File: src/hw/rsca_pkg.sv
// Constants shared by the radio settings command block
package rsca_pkg;
  // Frame bytes
  localparam logic [7:0] FRAME_START = 8'h02;
  localparam logic [7:0] CMD_SET = 8'h09;
  localparam logic [7:0] CMD_GET = 8'h0A;
  localparam logic [7:0] RESP_FLAG = 8'h40;
  localparam logic [7:0] GET_LEN = 8'h02;
  localparam logic [7:0] SET_RESP_LEN = 8'h01;
  localparam logic [7:0] LEN_EXTRA = 8'h02;
  localparam logic [7:0] STATUS_OK = 8'h00;
  localparam logic [7:0] STATUS_FAIL = 8'h01;
  // Setting positions and byte counts
  localparam logic [7:0] POS_OWN_ADDR = 8'h1D;
  localparam logic [7:0] POS_ACK_WAIT = 8'h20;
  localparam logic [7:0] POS_TX_POWER = 8'h29;
  localparam logic [7:0] CNT_ONE = 8'h01;
  localparam logic [7:0] CNT_TWO = 8'h02;
  // Reset values
  localparam logic [7:0] OWN_ADDR_RESET = 8'h00;
  localparam logic [15:0] ACK_WAIT_RESET = 16'h000A;
  localparam logic [7:0] TX_POWER_RESET = 8'h0E;
  // Permitted ranges
  localparam logic [7:0] OWN_ADDR_MAX = 8'hFE;
  localparam logic [15:0] ACK_WAIT_MIN = 16'h0005;
  localparam logic signed [7:0] TX_POWER_MIN = -8'sd11;
  localparam logic signed [7:0] TX_POWER_MAX = 8'sd15;
  // Addressing modes that use the own address
  localparam logic [1:0] ADDR_MODE_1 = 2'h1;
  localparam logic [1:0] ADDR_MODE_2 = 2'h2;
  // Timing
  localparam int CLK_HZ = 200000000;
  localparam int MS_PER_S = 1000;
  localparam int CYCLES_PER_MS = CLK_HZ / MS_PER_S;
  // Receive/answer sequencer states
  typedef enum logic [7:0] {
    RSCA_S_START = 8'b00000001,
    RSCA_S_CMD = 8'b00000010,
    RSCA_S_LEN = 8'b00000100,
    RSCA_S_POS = 8'b00001000,
    RSCA_S_CNT = 8'b00010000,
    RSCA_S_VAL = 8'b00100000,
    RSCA_S_CS = 8'b01000000,
    RSCA_S_SEND = 8'b10000000
  } rsca_state_t;
endpackage

File: src/hw/rsca_top.sv
// Radio settings store reached through set and get command frames
`timescale 1ns/1ps
module rsca_top #(
  parameter int CYCLES_PER_MS = rsca_pkg::CYCLES_PER_MS
) (
  input wire logic ref_clk,
  input wire logic rst,
  input wire logic [7:0] rx_data,
  input wire logic rx_valid,
  output logic [7:0] tx_data,
  output logic tx_valid,
  input wire logic tx_ready,
  input wire logic [1:0] addr_mode,
  input wire logic radio_tx_done,
  input wire logic radio_ack_seen,
  output logic radio_retry,
  output logic [7:0] source_address,
  output logic source_address_valid,
  output logic signed [7:0] transmit_power_out,
  output logic [15:0] ack_wait_out
);
  // Elaboration guard: a zero-length millisecond would never expire
  if (CYCLES_PER_MS < 1)
  begin : g_bad_cpm
    $error("CYCLES_PER_MS must be at least 1");
  end

  rsca_pkg::rsca_state_t state;
  logic [7:0] cmd;
  logic [7:0] len;
  logic [7:0] pos;
  logic [7:0] cnt;
  logic [7:0] val_lo;
  logic [7:0] val_hi;
  logic val_idx;
  logic [7:0] rx_cs;
  logic [7:0] tx_cs;
  logic [7:0] resp [0:6];
  logic [2:0] resp_len;
  logic [2:0] resp_idx;
  logic cs_sent;
  logic [7:0] own_address_low;
  logic [15:0] ack_wait_time;
  logic signed [7:0] transmit_power_level;

  ////////////////////////////////////////////////////////////////////////////
  // Frame checks, all combinational
  logic cs_byte_ok;
  logic width_ok;
  logic value_ok;
  logic set_ok;
  logic frame_done;
  logic [7:0] cur_lo;
  logic [7:0] cur_hi;
  logic signed [7:0] power_req;
  logic signed [7:0] power_level;

  assign cs_byte_ok = (rx_data == rx_cs);
  assign frame_done = (state == rsca_pkg::RSCA_S_CS) && rx_valid && cs_byte_ok;
  assign power_req = val_lo;

  // Whole dB steps, so any request up to the top is itself a level
  always_comb
  begin
    power_level = power_req;
    if (power_req > rsca_pkg::TX_POWER_MAX)
      power_level = rsca_pkg::TX_POWER_MAX;
  end

  // Position decides width, range check and stored value
  always_comb
  begin
    width_ok = 1'b0;
    value_ok = 1'b0;
    cur_lo = 8'h00;
    cur_hi = 8'h00;
    case (pos)
      rsca_pkg::POS_OWN_ADDR:
      begin
        width_ok = (cnt == rsca_pkg::CNT_ONE);
        value_ok = (val_lo <= rsca_pkg::OWN_ADDR_MAX);
        cur_lo = own_address_low;
      end
      rsca_pkg::POS_ACK_WAIT:
      begin
        width_ok = (cnt == rsca_pkg::CNT_TWO);
        value_ok = ({val_hi, val_lo} >= rsca_pkg::ACK_WAIT_MIN);
        cur_lo = ack_wait_time[7:0];
        cur_hi = ack_wait_time[15:8];
      end
      rsca_pkg::POS_TX_POWER:
      begin
        width_ok = (cnt == rsca_pkg::CNT_ONE);
        value_ok = (power_req >= rsca_pkg::TX_POWER_MIN);
        cur_lo = transmit_power_level;
      end
      default:
      begin
        width_ok = 1'b0;
      end
    endcase
  end

  assign set_ok = width_ok && value_ok;

  ////////////////////////////////////////////////////////////////////////////
  // Receive parser and answer sender; incoming bytes are ignored while answering
  always_ff @(posedge ref_clk)
  begin
    if (rst)
    begin
      state <= rsca_pkg::RSCA_S_START;
      cmd <= 8'h00;
      len <= 8'h00;
      pos <= 8'h00;
      cnt <= 8'h00;
      val_lo <= 8'h00;
      val_hi <= 8'h00;
      val_idx <= 1'b0;
      rx_cs <= 8'h00;
      tx_cs <= 8'h00;
      resp_len <= 3'h0;
      resp_idx <= 3'h0;
      cs_sent <= 1'b0;
      tx_data <= 8'h00;
      tx_valid <= 1'b0;
      for (int i = 0; i < 7; i++)
        resp[i] <= 8'h00;
    end
    else
    begin
      if (rx_valid && state != rsca_pkg::RSCA_S_SEND)
        rx_cs <= rx_cs ^ rx_data;
      case (state)
        rsca_pkg::RSCA_S_START:
        begin
          rx_cs <= rsca_pkg::FRAME_START;
          val_lo <= 8'h00;
          val_hi <= 8'h00;
          val_idx <= 1'b0;
          if (rx_valid && rx_data == rsca_pkg::FRAME_START)
            state <= rsca_pkg::RSCA_S_CMD;
        end
        rsca_pkg::RSCA_S_CMD:
          if (rx_valid)
          begin
            cmd <= rx_data;
            if (rx_data == rsca_pkg::CMD_SET || rx_data == rsca_pkg::CMD_GET)
              state <= rsca_pkg::RSCA_S_LEN;
            else
              state <= rsca_pkg::RSCA_S_START;
          end
        rsca_pkg::RSCA_S_LEN:
          if (rx_valid)
          begin
            len <= rx_data;
            state <= rsca_pkg::RSCA_S_POS;
          end
        rsca_pkg::RSCA_S_POS:
          if (rx_valid)
          begin
            pos <= rx_data;
            state <= rsca_pkg::RSCA_S_CNT;
          end
        rsca_pkg::RSCA_S_CNT:
          if (rx_valid)
          begin
            cnt <= rx_data;
            // Malformed headers drop the frame: no answer can be framed
            if (cmd == rsca_pkg::CMD_GET)
              state <= (len == rsca_pkg::GET_LEN) ? rsca_pkg::RSCA_S_CS
                                                   : rsca_pkg::RSCA_S_START;
            else if (rx_data == rsca_pkg::CNT_ONE || rx_data == rsca_pkg::CNT_TWO)
              state <= (len == rx_data + rsca_pkg::LEN_EXTRA) ? rsca_pkg::RSCA_S_VAL
                                                               : rsca_pkg::RSCA_S_START;
            else
              state <= rsca_pkg::RSCA_S_START;
          end
        rsca_pkg::RSCA_S_VAL:
          if (rx_valid)
          begin
            if (val_idx)
              val_hi <= rx_data;
            else
              val_lo <= rx_data;
            val_idx <= 1'b1;
            if (val_idx || cnt == rsca_pkg::CNT_ONE)
              state <= rsca_pkg::RSCA_S_CS;
          end
        rsca_pkg::RSCA_S_CS:
          if (rx_valid)
          begin
            // Bad check byte: silently dropped, host times out and resends
            state <= cs_byte_ok ? rsca_pkg::RSCA_S_SEND : rsca_pkg::RSCA_S_START;
            resp[0] <= rsca_pkg::FRAME_START;
            resp[1] <= cmd | rsca_pkg::RESP_FLAG;
            tx_cs <= 8'h00;
            resp_idx <= 3'h0;
            cs_sent <= 1'b0;
            if (cmd == rsca_pkg::CMD_SET)
            begin
              resp[2] <= rsca_pkg::SET_RESP_LEN;
              resp[3] <= set_ok ? rsca_pkg::STATUS_OK : rsca_pkg::STATUS_FAIL;
              resp_len <= 3'h4;
            end
            else if (width_ok)
            begin
              resp[2] <= cnt + rsca_pkg::LEN_EXTRA;
              resp[3] <= pos;
              resp[4] <= cnt;
              resp[5] <= cur_lo;
              resp[6] <= cur_hi;
              resp_len <= (cnt == rsca_pkg::CNT_TWO) ? 3'h7 : 3'h6;
            end
            else
            begin
              // Unknown position or count: answered like a failed set
              resp[2] <= rsca_pkg::SET_RESP_LEN;
              resp[3] <= rsca_pkg::STATUS_FAIL;
              resp_len <= 3'h4;
            end
          end
        rsca_pkg::RSCA_S_SEND:
          if (!tx_valid || tx_ready)
          begin
            if (resp_idx < resp_len)
            begin
              tx_data <= resp[resp_idx];
              tx_cs <= tx_cs ^ resp[resp_idx];
              resp_idx <= resp_idx + 3'h1;
              tx_valid <= 1'b1;
            end
            else if (!cs_sent)
            begin
              tx_data <= tx_cs;
              cs_sent <= 1'b1;
              tx_valid <= 1'b1;
            end
            else
            begin
              tx_valid <= 1'b0;
              state <= rsca_pkg::RSCA_S_START;
            end
          end
        default:
          state <= rsca_pkg::RSCA_S_START;
      endcase
    end
  end

  ////////////////////////////////////////////////////////////////////////////
  // Setting store, written only by a checked set frame; power requests above the top are stored clamped
  always_ff @(posedge ref_clk)
  begin
    if (rst)
    begin
      own_address_low <= rsca_pkg::OWN_ADDR_RESET;
      ack_wait_time <= rsca_pkg::ACK_WAIT_RESET;
      transmit_power_level <= rsca_pkg::TX_POWER_RESET;
    end
    else if (frame_done && cmd == rsca_pkg::CMD_SET && set_ok)
    begin
      case (pos)
        rsca_pkg::POS_OWN_ADDR: own_address_low <= val_lo;
        rsca_pkg::POS_ACK_WAIT: ack_wait_time <= {val_hi, val_lo};
        rsca_pkg::POS_TX_POWER: transmit_power_level <= power_level;
        default: own_address_low <= own_address_low;
      endcase
    end
  end

  ////////////////////////////////////////////////////////////////////////////
  // Outputs toward the radio, registered
  always_ff @(posedge ref_clk)
  begin
    if (rst)
    begin
      source_address <= 8'h00;
      source_address_valid <= 1'b0;
      transmit_power_out <= rsca_pkg::TX_POWER_RESET;
      ack_wait_out <= rsca_pkg::ACK_WAIT_RESET;
    end
    else
    begin
      source_address_valid <= (addr_mode == rsca_pkg::ADDR_MODE_1)
                              || (addr_mode == rsca_pkg::ADDR_MODE_2);
      source_address <= ((addr_mode == rsca_pkg::ADDR_MODE_1)
                         || (addr_mode == rsca_pkg::ADDR_MODE_2)) ? own_address_low : 8'h00;
      transmit_power_out <= transmit_power_level;
      ack_wait_out <= ack_wait_time;
    end
  end

  ////////////////////////////////////////////////////////////////////////////
  // Ack wait timer; the value is sampled at the start, later writes apply next time
  logic ack_busy;
  logic [15:0] ms_left;
  logic [31:0] sub_ms;

  always_ff @(posedge ref_clk)
  begin
    if (rst)
    begin
      ack_busy <= 1'b0;
      ms_left <= 16'h0000;
      sub_ms <= 32'h00000000;
      radio_retry <= 1'b0;
    end
    else
    begin
      radio_retry <= 1'b0;
      if (radio_tx_done)
      begin
        ack_busy <= 1'b1;
        ms_left <= ack_wait_time;
        sub_ms <= 32'h00000000;
      end
      else if (ack_busy)
      begin
        if (radio_ack_seen)
          ack_busy <= 1'b0;
        else if (sub_ms == 32'(CYCLES_PER_MS - 1))
        begin
          sub_ms <= 32'h00000000;
          if (ms_left == 16'h0001)
          begin
            ack_busy <= 1'b0;
            radio_retry <= 1'b1;
          end
          ms_left <= ms_left - 16'h0001;
        end
        else
          sub_ms <= sub_ms + 32'h00000001;
      end
    end
  end
endmodule

File: config.mk
export PLATFORM = sky130hd
export DESIGN_NAME = rsca_top
export DESIGN_NICKNAME = d
export VERILOG_FILES = /design/src/hw/rsca_pkg.sv /design/src/hw/rsca_top.sv
export SDC_FILE = /design/constraint.sdc
export NUM_CORES = 1
export LEC_CHECK = 0
export BUFFER_PORTS_ARGS = -buffer_cell sky130_fd_sc_hd__buf_2
export CORE_MARGIN = 8
export CORE_UTILIZATION = 61
export CTS_BUF_LIST = sky130_fd_sc_hd__clkbuf_16
export DETAILED_ROUTE_END_ITERATION = 16
export MAX_ROUTING_LAYER = met4
export PLACE_DENSITY = 0.9
export SKIP_CTS_REPAIR_TIMING = 1
export SKIP_LAST_GASP = 1
export SYNTH_ARGS = -nofsm -noshare
export SYNTH_HDL_FRONTEND = slang
export SYNTH_SLANG_ARGS = --single-unit
File: constraint.sdc
create_clock -name ref_clk -period 4.2 [get_ports ref_clk]
set_clock_uncertainty 0.15 [all_clocks]
set_input_delay 0.63 -clock ref_clk [delete_from_list [all_inputs] [get_ports ref_clk]]
set_output_delay 0.63 -clock ref_clk [all_outputs]
set_load 0.02 [all_outputs]
======== Word-level counts from Yosys, hierarchy flattened ========
Memories as Yosys holds them, arrays and structs flattened. A register that Yosys moved wholly into a read port is not among the register bits.
Index checks and enable logic that the tools add are counted.
storage, ports and cells
  register bits after elaboration ......... 204
  RAM bits ................................ 56
  input bits .............................. 16
  output and inout port bits .............. 43
  memories ................................ 1
cells by class
  add/sub/neg operators ................... 5
  order comparisons ....................... 5
  equality and inequality tests ........... 43
  multiplexer cells ....................... 100
  bitwise logic cells ..................... 17
  reductions and logical operators ........ 41
memories
  name  words  bits a word  read ports  clocked after memory_dff  wr ports  line            text
  resp  7      8            1           1                         7         rsca_top.sv:38  logic [7:0] resp [0:6];
operator list
  operator                                                             number
  two-way mux 8 bit                                                    34
  two-way mux 16 bit                                                   4
  one-hot mux 8 bit (8 select lines)                                   1
  one-hot mux 8 bit (2 select lines)                                   3
  == test 8 x 4 -> 1 bit (second input constant)                       5
  two-way mux 1 bit                                                    37
  adder 32 x 1 -> 32 bit (second input constant)                       1
  == test 32 x 18 -> 1 bit (second input constant)                     1
  == test 8 x 2 -> 1 bit (second input constant)                       4
  two-way mux 32 bit                                                   1
  inequality test 2 bit (second input constant)                        15
  == test 8 x 1 -> 1 bit (second input constant)                       3
  == test 8 x 6 -> 1 bit (second input constant)                       3
  one-hot mux 8 bit (3 select lines)                                   1
  AND reduction 2 bit                                                  11
  two-way mux 3 bit                                                    6
  adder 8 x 2 -> 8 bit (second input constant)                         2
  == test 16 x 1 -> 1 bit (second input constant)                      1
  == test 8 x 5 -> 1 bit (second input constant)                       2
  == test 8 bit                                                        2
  greater-or-equal comparator 16 x 3 -> 1 bit (second input constant)  1
  subtractor 16 x 1 -> 16 bit (second input constant)                  1
  XOR 8 bit                                                            2
  two-way mux 7 bit                                                    2
  other kinds (28)                                                     68

======== Logic depth before layout (Yosys ltp) ========
Gate-level depths: netlist of the first run.
  depth in word-level cells ............... 11
  mapped depth ............................ 10
  mapped depth without buffers ............ 8

======== Least setup slack after synthesis of the first run ========
Ideal clock, no wire load.
  kind .................................... register to register
  start ................................... reg pos[1]
  end ..................................... reg ack_wait_time[14]
  setup time .............................. 0.121 ns
  data arrival time ....................... 2.657 ns
  slack ................................... 1.272 ns
  cell stages (with the launch flop) ...... 9
  path buffers ............................ 2
  cells stage by stage .................... dfxtp_1 > or4_4 > or4_1 > a211oi_2 > a311oi_1 > or4_1 > buf_6 > buf_6 > mux2_4
between the ends
  longest elaborated chain between the ends .. 6
  elaborated cells on any way between the ends .. 9
  those cells by class .................... eq/ne (3); mux (2); reduce/logical (4)
RTL lines
  element                                                                  line             text
  start: declaration                                                       rsca_top.sv:31   logic [7:0] pos;
  start signal: assignment                                                 rsca_top.sv:162  pos <= rx_data;
  == test 8 x 6 -> 1 bit / == test 8 x 5 -> 1 bit (equally long branches)  rsca_top.sv:77   case (pos)
  OR reduction 2 bit (no source line)                                      n/a
  one-hot mux 1 bit (2 select lines)                                       rsca_top.sv:77
  logical AND 1 bit                                                        rsca_top.sv:104  assign set_ok = width_ok && value_ok;
  logical AND 1 bit                                                        rsca_top.sv:261  else if (frame_done && cmd == rsca_pkg::CMD_SET && set_ok)
  AND reduction 2 bit (no source line) (*)                                 n/a
  end signal: assignment                                                   rsca_top.sv:258  ack_wait_time <= rsca_pkg::ACK_WAIT_RESET;
  end signal: assignment                                                   rsca_top.sv:265  rsca_pkg::POS_ACK_WAIT: ack_wait_time <= {val_hi, val_lo};
  end: declaration                                                         rsca_top.sv:43   logic [15:0] ack_wait_time;
Mark *: on every way between the ends. The rest lies on a longest branch, timed or not.
A chain may end at the register's enable or synchronous reset.

======== Worst setup path after layout of the first run ========
  start ................................... reg cnt[2]
  end ..................................... reg ack_wait_time[13]
between the ends
  longest elaborated chain between the ends .. 5
  elaborated cells on any way between the ends .. 6
  those cells by class .................... eq/ne (2); mux (1); reduce/logical (3)
RTL lines
  element                                                                  line                                            text
  start: declaration                                                       rsca_top.sv:32                                  logic [7:0] cnt;
  start signal: assignment                                                 rsca_top.sv:168                                 cnt <= rx_data;
  == test 8 x 1 -> 1 bit / == test 8 x 2 -> 1 bit (equally long branches)  rsca_top.sv:80, rsca_top.sv:93, rsca_top.sv:86
  one-hot mux 1 bit (2 select lines) (*)                                   rsca_top.sv:77
  logical AND 1 bit (*)                                                    rsca_top.sv:104
  logical AND 1 bit (*)                                                    rsca_top.sv:261
  AND reduction 2 bit (no source line) (*)                                 n/a
Marked as above.

==> results.yml, run 1 <==
status:
  status: "finished clean"
setup_path:
  start_kind: "flip-flop"
  slowest_stage: "or4_1"
  critPathMaxStageDelay_ns: 0.95
  r2r_end: "ack_wait_time[13]$_SDFFE_PP0P_"
  critPathArrivalTime_ns: 3.83
  cp.required_ns: 4.46
  cp_max_fo: 16
  path_common_cell: "or4_1"
  rrSetupSlack_ns: 0.63
  crit_path_end_kind: "flip-flop"
  critical_path.cell_chain: "or4_1 > nor4_1 > o21a_1 > nor2_1 > or4_1 > mux2_2"
  cp-endpoint: "ack_wait_time[13]$_SDFFE_PP0P_"
  worstSetupPathType: "reg2reg"
  critPathLaunch: "cnt[2]$_SDFFE_PP0P_"
  reg2reg_depth: 6
  timing.rr.start: "cnt[2]$_SDFFE_PP0P_"
drt:
  vias: 8774
  drt.antenna.violating_nets: 0
  wl_per_cell_microns: 18.1
  dr.pass1.iters: 6
  drtIter0Drc: 975
  drc: 0
  vias_per_cell: 5.97
  wl_microns: 26600
sta:
  fin_crit_sh: 0.850
  final_hold_viol_count: 0
  rsz0062_at_grt: "false"
  fmax_mhz: 280
  relSlewSlack: 0.312
  setup_violations: 0
  slew_violations: 0
  worst_slew_pin_slew_ns: 1.03
  tns_ns: 0
  finalCriticalPeriod_ns: 3.57
cells_and_area:
  final_cell_mix: "dfxtp_1 (216), nor2_1 (141), nand2_1 (94), a21oi_1 (69), mux2i_1 (59)"
  syn2layout_area_growth_pct: 11.4
  multi_input_area_sq_um: 5180
  drive_gt1_frac: 0.110
  fillCellCount: 1279
  final_nets: 1245
  antenna_cells: 0
  ff_latch_area_sq_um: 5500
  final_common_cell: "dfxtp_1"
logic_synthesis:
  ys.flop_type: "dfxtp_1"
  synthCells: 1180
  yosysWarnings: 0
  async_reset_ff_frac: 0
  synth_cell_types: 61
  syn_area_per_cell_sq_um: 9.38
  synth_edf_count: 39
  synth-seq-area-share: 0.497
  netlist_area_sq_um: 11100
  synth-seq-cells: 255
power_and_ir_drop:
  internal-power_mw: 3.94
  clockPowerShare: 0.420
  power.switching_mw: 1.29
  seq_power_share: 0.493
  ir_worst_vdd_mv: 0.447
  power.leakage_nw: 4.92
  switching_share: 0.247
  p_per_area_nw_per_um2: 425
  fin_total_pwr_mw: 5.24
  comb_power_share: 0.087
grt:
  grt_max_degree: 78
  overflow: 0
  grt_usage: 0.240
  grt_pass1_vias: 8512
  grt_pass1_wl_microns: 43200
  antenna_found_initial: 0
clock_tree:
  clk_latency_ns: 0.53
  cts_made_buffers: 26
  cts_tree: "done"
  clock_sink_count: 255
  h-tree-depth: 1
  clockBufferDepth: 3
  cts-root-buf: "clkbuf_16"
  cts.clk_slew.worst_paths_ns: 0.07
placement:
  portBuffers: 58
  globalplace.congestion: 0.918
  hpwl_microns: 17500
floorplan:
  initial_core_util: 0.618
  dieWidth_microns: 151
  core_area_sq_um: 17900
  dieArea_sq_um: 22700
  fp-row-count: 49
  pin_count: 59
  dieHeight_microns: 151
run:
  drv_cap: 0
worst_hold_path:
  hp-start: "tx_ready"
  hold_class: "in2reg"
==> through the flow <==
| stage | instances | hold WS [ns] | setup WS [ns] | utilization | cell area (sq um) |
|---|---|---|---|---|---|
| after floorplan | 1192 | 0.269 | 1.27 | - | 11100 |
| after detailed placement | 1422 | 0.303 | 0.792 | 0.643 | 11500 |
| final | 1469 | 0.264 | 0.631 | 0.689 | 12300 |
| after global placement | 1422 | 0.298 | 0.905 | 0.643 | 11500 |
| after CTS | 1469 | 0.258 | 0.745 | 0.689 | 12300 |
| after global routing | 1469 | 0.291 | 0.663 | 0.689 | 12300 |
==> cell families (layout without fill, tap and decap cells) <==
family,after synthesis,in the layout,share of synthesized area
AND/OR/NAND/NOR,477,477,0.220
flip-flops,255,255,0.497
AO/OA/AOI/OAI,178,178,0.104
buffers and inverters,111,159,0.0391
multiplexers,77,77,0.0734
XOR/XNOR,73,73,0.0578
adder cells (fa/ha/maj),8,8,0.00905
other,1,13,0.000339
==> layout make-up <==
cell class / instances / area share
Tap cell: 229 / 0.0232
Multi-Input combinational cell: 826 / 0.420
Timing Repair Buffer: 68 / 0.0309
Clock inverter: 19 / 0.00974
Inverter: 44 / 0.0134
Sequential cell: 255 / 0.446
Clock buffer: 28 / 0.0568
==> how the worst min path moves through the flow <==
stage | slack, ns | to | depth (start not counted)
finish | 0.26 | tx_valid$_SDFFE_PP0P_ | 4
detailed placement | 0.30 | cmd[3]$_SDFFE_PP0P_ | 2
global placement | 0.30 | resp[6][1]$_SDFFE_PP0P_ | 1
CTS | 0.26 | tx_valid$_SDFFE_PP0P_ | 4
floorplan | 0.27 | transmit_power_out[1]$_SDFF_PP1_ | 2
global route | 0.29 | tx_valid$_SDFFE_PP0P_ | 4
==> power groups by stage <==
stage	logic (mW)	registers, mW	clock network, mW
after floorplan	0.350	2.62	0
after global placement	0.428	2.63	0
after detailed placement	0.437	2.63	0
after CTS	0.443	2.58	2.21
after global routing	0.500	2.59	2.33
final	0.455	2.58	2.20
==> state kept, by name (all words and copies together) (netlist names), 16 cells and up, named ones only <==
| signal | count |
|---|---|
| resp | 48 |
| sub_ms | 32 |
| ack_wait_out | 16 |
| ack_wait_time | 16 |
| ms_left | 16 |
==> synthesized netlist by cell type, types with 6 or more instances <==
master    number  share of area
nand2_1       94          0.032
nor2_1       141          0.048
or4_1         14         0.0095
and2_1        20          0.011
o211ai_1      15          0.010
nor3_1        23          0.010
inv_1         44          0.015
o21a_1        18          0.012
a22o_1        10         0.0079
mux2_2        14          0.014
nor4_1        21          0.012
a22oi_1        8         0.0054
buf_1          8         0.0027
clkbuf_1      56          0.019
xnor2_1       32          0.025
nand3_1       29          0.013
ha_1           8         0.0090
edfxtp_1      39           0.11
nor4b_1        7         0.0055
a21oi_1       69          0.031
dfxtp_1      216           0.39
o21ai_0       26          0.012
xor2_1        41          0.032
or3_1         10         0.0057
nand2b_1      41          0.023
mux2i_1       59          0.053
a221o_1        6         0.0054
and3_1        15         0.0085
nand4_1       21          0.012
nor2b_1       18          0.010
==> layer usage <==
metal	vias to the layer above	wire length, microns	track usage	share of wire
met5	-	0	-	0
met3	69	1780	0.0337	0.067
met2	402	13000	0.397	0.49
met1	4141	11200	0.298	0.42
met4	0	648	0.0807	0.024
li1	4162	-	-	-
==> critical path: cells and delay by family, from the launching register on <==
family | cells | cell delay [ns]
AO/OA/AOI/OAI | 1 | 0.26
flip-flops | 1 | 0.33
multiplexers | 1 | 0.45
AND/OR/NAND/NOR | 4 | 2.25
No activity file was read; power rests on OpenSTA's default activity.
==> run 2: changes to the inputs <==
- ABC_AREA: unset -> 1
- PLACE_DENSITY: 0.9 -> 0.89
- clock period: 4.2 -> 3.5 ns (I/O delays scaled with it)
==> run 2 against run 1 <==
Sequential share of layout area fell by 3.6 points. Die area rose by 7.6%. Global-route usage rose by 1.7 points. First-iteration DRC count rose by 6.8%. Register-to-register slack improved by 0.21 ns. Design area rose by 8.7%. Synthesized area rose by 8.6%. Via count rose by 28%.
==> results.yml, run 2 <==
placement:
  placed_area_sq_um: 12500
  hpwl_microns: 21700
  portBuffers: 58
  globalplace.congestion: 0.995
  place_ws_ns: 0.935
  dp.cells: 1953
sta:
  final_hold_viol_count: 0
  fmax_mhz: 377
  fin_crit_sh: 0.758
  relSlewSlack: 0.387
  fin_hold_ws_ns: 0.102
  setup_violations: 0
  tns_ns: 0
  worst_slew_pin_slew_ns: 0.916
  finalCriticalPeriod_ns: 2.65
  rsz0062_at_grt: "false"
  setup_ws_ns: 0.845
  slew_violations: 0
drt:
  vias_per_cell: 5.62
  drc: 0
  drt.antenna.violating_nets: 0
  dr.pass1.iters: 6
  wl_microns: 30800
  wl_per_cell_microns: 15.4
  drtIter0Drc: 1041
  vias: 11264
grt:
  overflow: 0
  grt_usage: 0.257
  grt_max_degree: 46
  grt_pass1_wl_microns: 50900
  grt_pass1_vias: 10703
  antenna_found_initial: 0
logic_synthesis:
  synthAdderAreaFrac: 0.00833
  synth-seq-area-share: 0.458
  synth_common_cells: "nand2_1 (348), nor2_1 (284), dfxtp_1 (216)"
  synth_xor_area_frac: 0.0219
  synthCells: 1664
  synth_most_common_cell: "nand2_1"
  synth_top_family_by_area: "simple AND/OR/NAND/NOR gates"
  ys.flop_type: "dfxtp_1"
  synth-seq-cells: 255
  async_reset_ff_frac: 0
  yosys.area.top_type_share: 0.360
  syn_area_per_cell_sq_um: 7.22
  synth_edf_count: 39
  synth_cell_types: 52
  yosysWarnings: 0
  synth_compound_area_frac: 0.130
  synthMuxAreaShare: 0
  netlist_area_sq_um: 12000
  synth_top_cell_by_area: "dfxtp_1"
  synth_area_leaders: "dfxtp_1 (36%), nand2_1 (11%), edfxtp_1 (9.8%)"
  synth-simple-area-share: 0.301
clock_tree:
  cts_made_buffers: 27
  h-tree-depth: 1
  clock_sink_count: 255
  cts.clk_slew.worst_paths_ns: 0.06
  cts-root-buf: "clkbuf_16"
  clockBufferDepth: 3
  clk_latency_ns: 0.55
  cts_tree: "done"
cells_and_area:
  largest_reg_flops: 48
  syn2layout_area_growth_pct: 11.6
  final_common_cell: "nand2_1"
  drive_gt1_frac: 0.0961
  largestRegisters: "resp (48), sub_ms (32)"
  largest-register: "resp"
  fin_util: 0.691
  final_nets: 1741
  finish.instance_area_sq_um: 13400
  antenna_cells: 0
  final_cell_mix: "nand2_1 (348), nor2_1 (284), dfxtp_1 (216), inv_1 (180), a21oi_1 (129)"
  instances_no_fill: 2003
status:
  status: "finished clean"
setup_path:
  cp.required_ns: 3.77
  crit_path_end_kind: "flip-flop"
  rrSetupSlack_ns: 0.85
  worstSetupPathType: "reg2reg"
  critical_path.cell_chain: "inv_1 > ha_1 > nand2_1 > o21ai_1 > clkinv_1 > o21ai_1 > nor2_1 > o21ai_0 > a21oi_1"
  critPathMaxStageDelay_ns: 0.70
  slowest_stage: "o21ai_1"
  cp_top_family: "compound AO/OA/AOI/OAI gates"
  critical_path_buf_inv_count: 2
  critPathArrivalTime_ns: 2.93
  cp_max_fo: 12
  path_common_cell: "o21ai_1"
  start_kind: "flip-flop"
power_and_ir_drop:
  power.leakage_nw: 5.77
  p_per_area_nw_per_um2: 530
  ir_worst_vdd_mv: 0.451
  fin_total_pwr_mw: 7.11
floorplan:
  initial_core_util: 0.619
  core_area_sq_um: 19400
  dieArea_sq_um: 24400
  pin_count: 59
  fp-row-count: 51
  dieWidth_microns: 156
  dieHeight_microns: 156
run:
  drv_cap: 0
worst_hold_path:
  hold_class: "in2reg"
[run 2: cells by family (layout without fill, tap and decap cells)]
family,after synthesis,count (layout)
other cells,1,13
simple gates,835,835
compound gates,290,290
xor+xnor,30,30
fa+ha+maj,8,8
flops,255,255
buf+inv,245,307
[run 2: path summary, 6_finish.rpt]
check / start / endpoint / depth (start not counted)
hold reg to reg: tx_cs[3]$_SDFFE_PP0P_ / tx_cs[3]$_SDFFE_PP0P_ / 1
setup / recovery: resp_len[2]$_SDFFE_PP0P_ / tx_cs[5]$_SDFFE_PP0P_ / 9
hold / removal: addr_mode[1] / source_address_valid$_SDFF_PP0_ / 4
setup reg to reg: resp_len[2]$_SDFFE_PP0P_ / tx_cs[5]$_SDFFE_PP0P_ / 9
[run 2: routing by layer]
layer	track usage	wire length [microns]	share of wire
met4	0.107	1220	0.040
met3	0.0345	2120	0.069
met5	-	0	0
met1	0.301	12400	0.40
met2	0.440	15000	0.49
[run 2: worst min-delay path, cell delays in order]
cell and delay (ns):
buf_2 0.09, nand2_1 0.04, nand2_1 0.05, nor2_1 0.04
[run 2: layout make-up]
cell class / instances / area [sq um]
clock inverter: 21 / 195
tap: 265 / 332
multi-input combinational: 1176 / 5580
clock buffer: 29 / 726
sequential: 255 / 5500
timing repair buffer: 68 / 365
fill: 1607 / 5990
inverter: 189 / 709
[run 2: power breakdown]
group | leakage, nW | switching, mW | internal, mW | total [mW]
registers | 2.14 | 0.119 | 3.13 | 3.24
clock network | 0.471 | 1.18 | 1.72 | 2.91
logic | 3.16 | 0.662 | 0.296 | 0.957
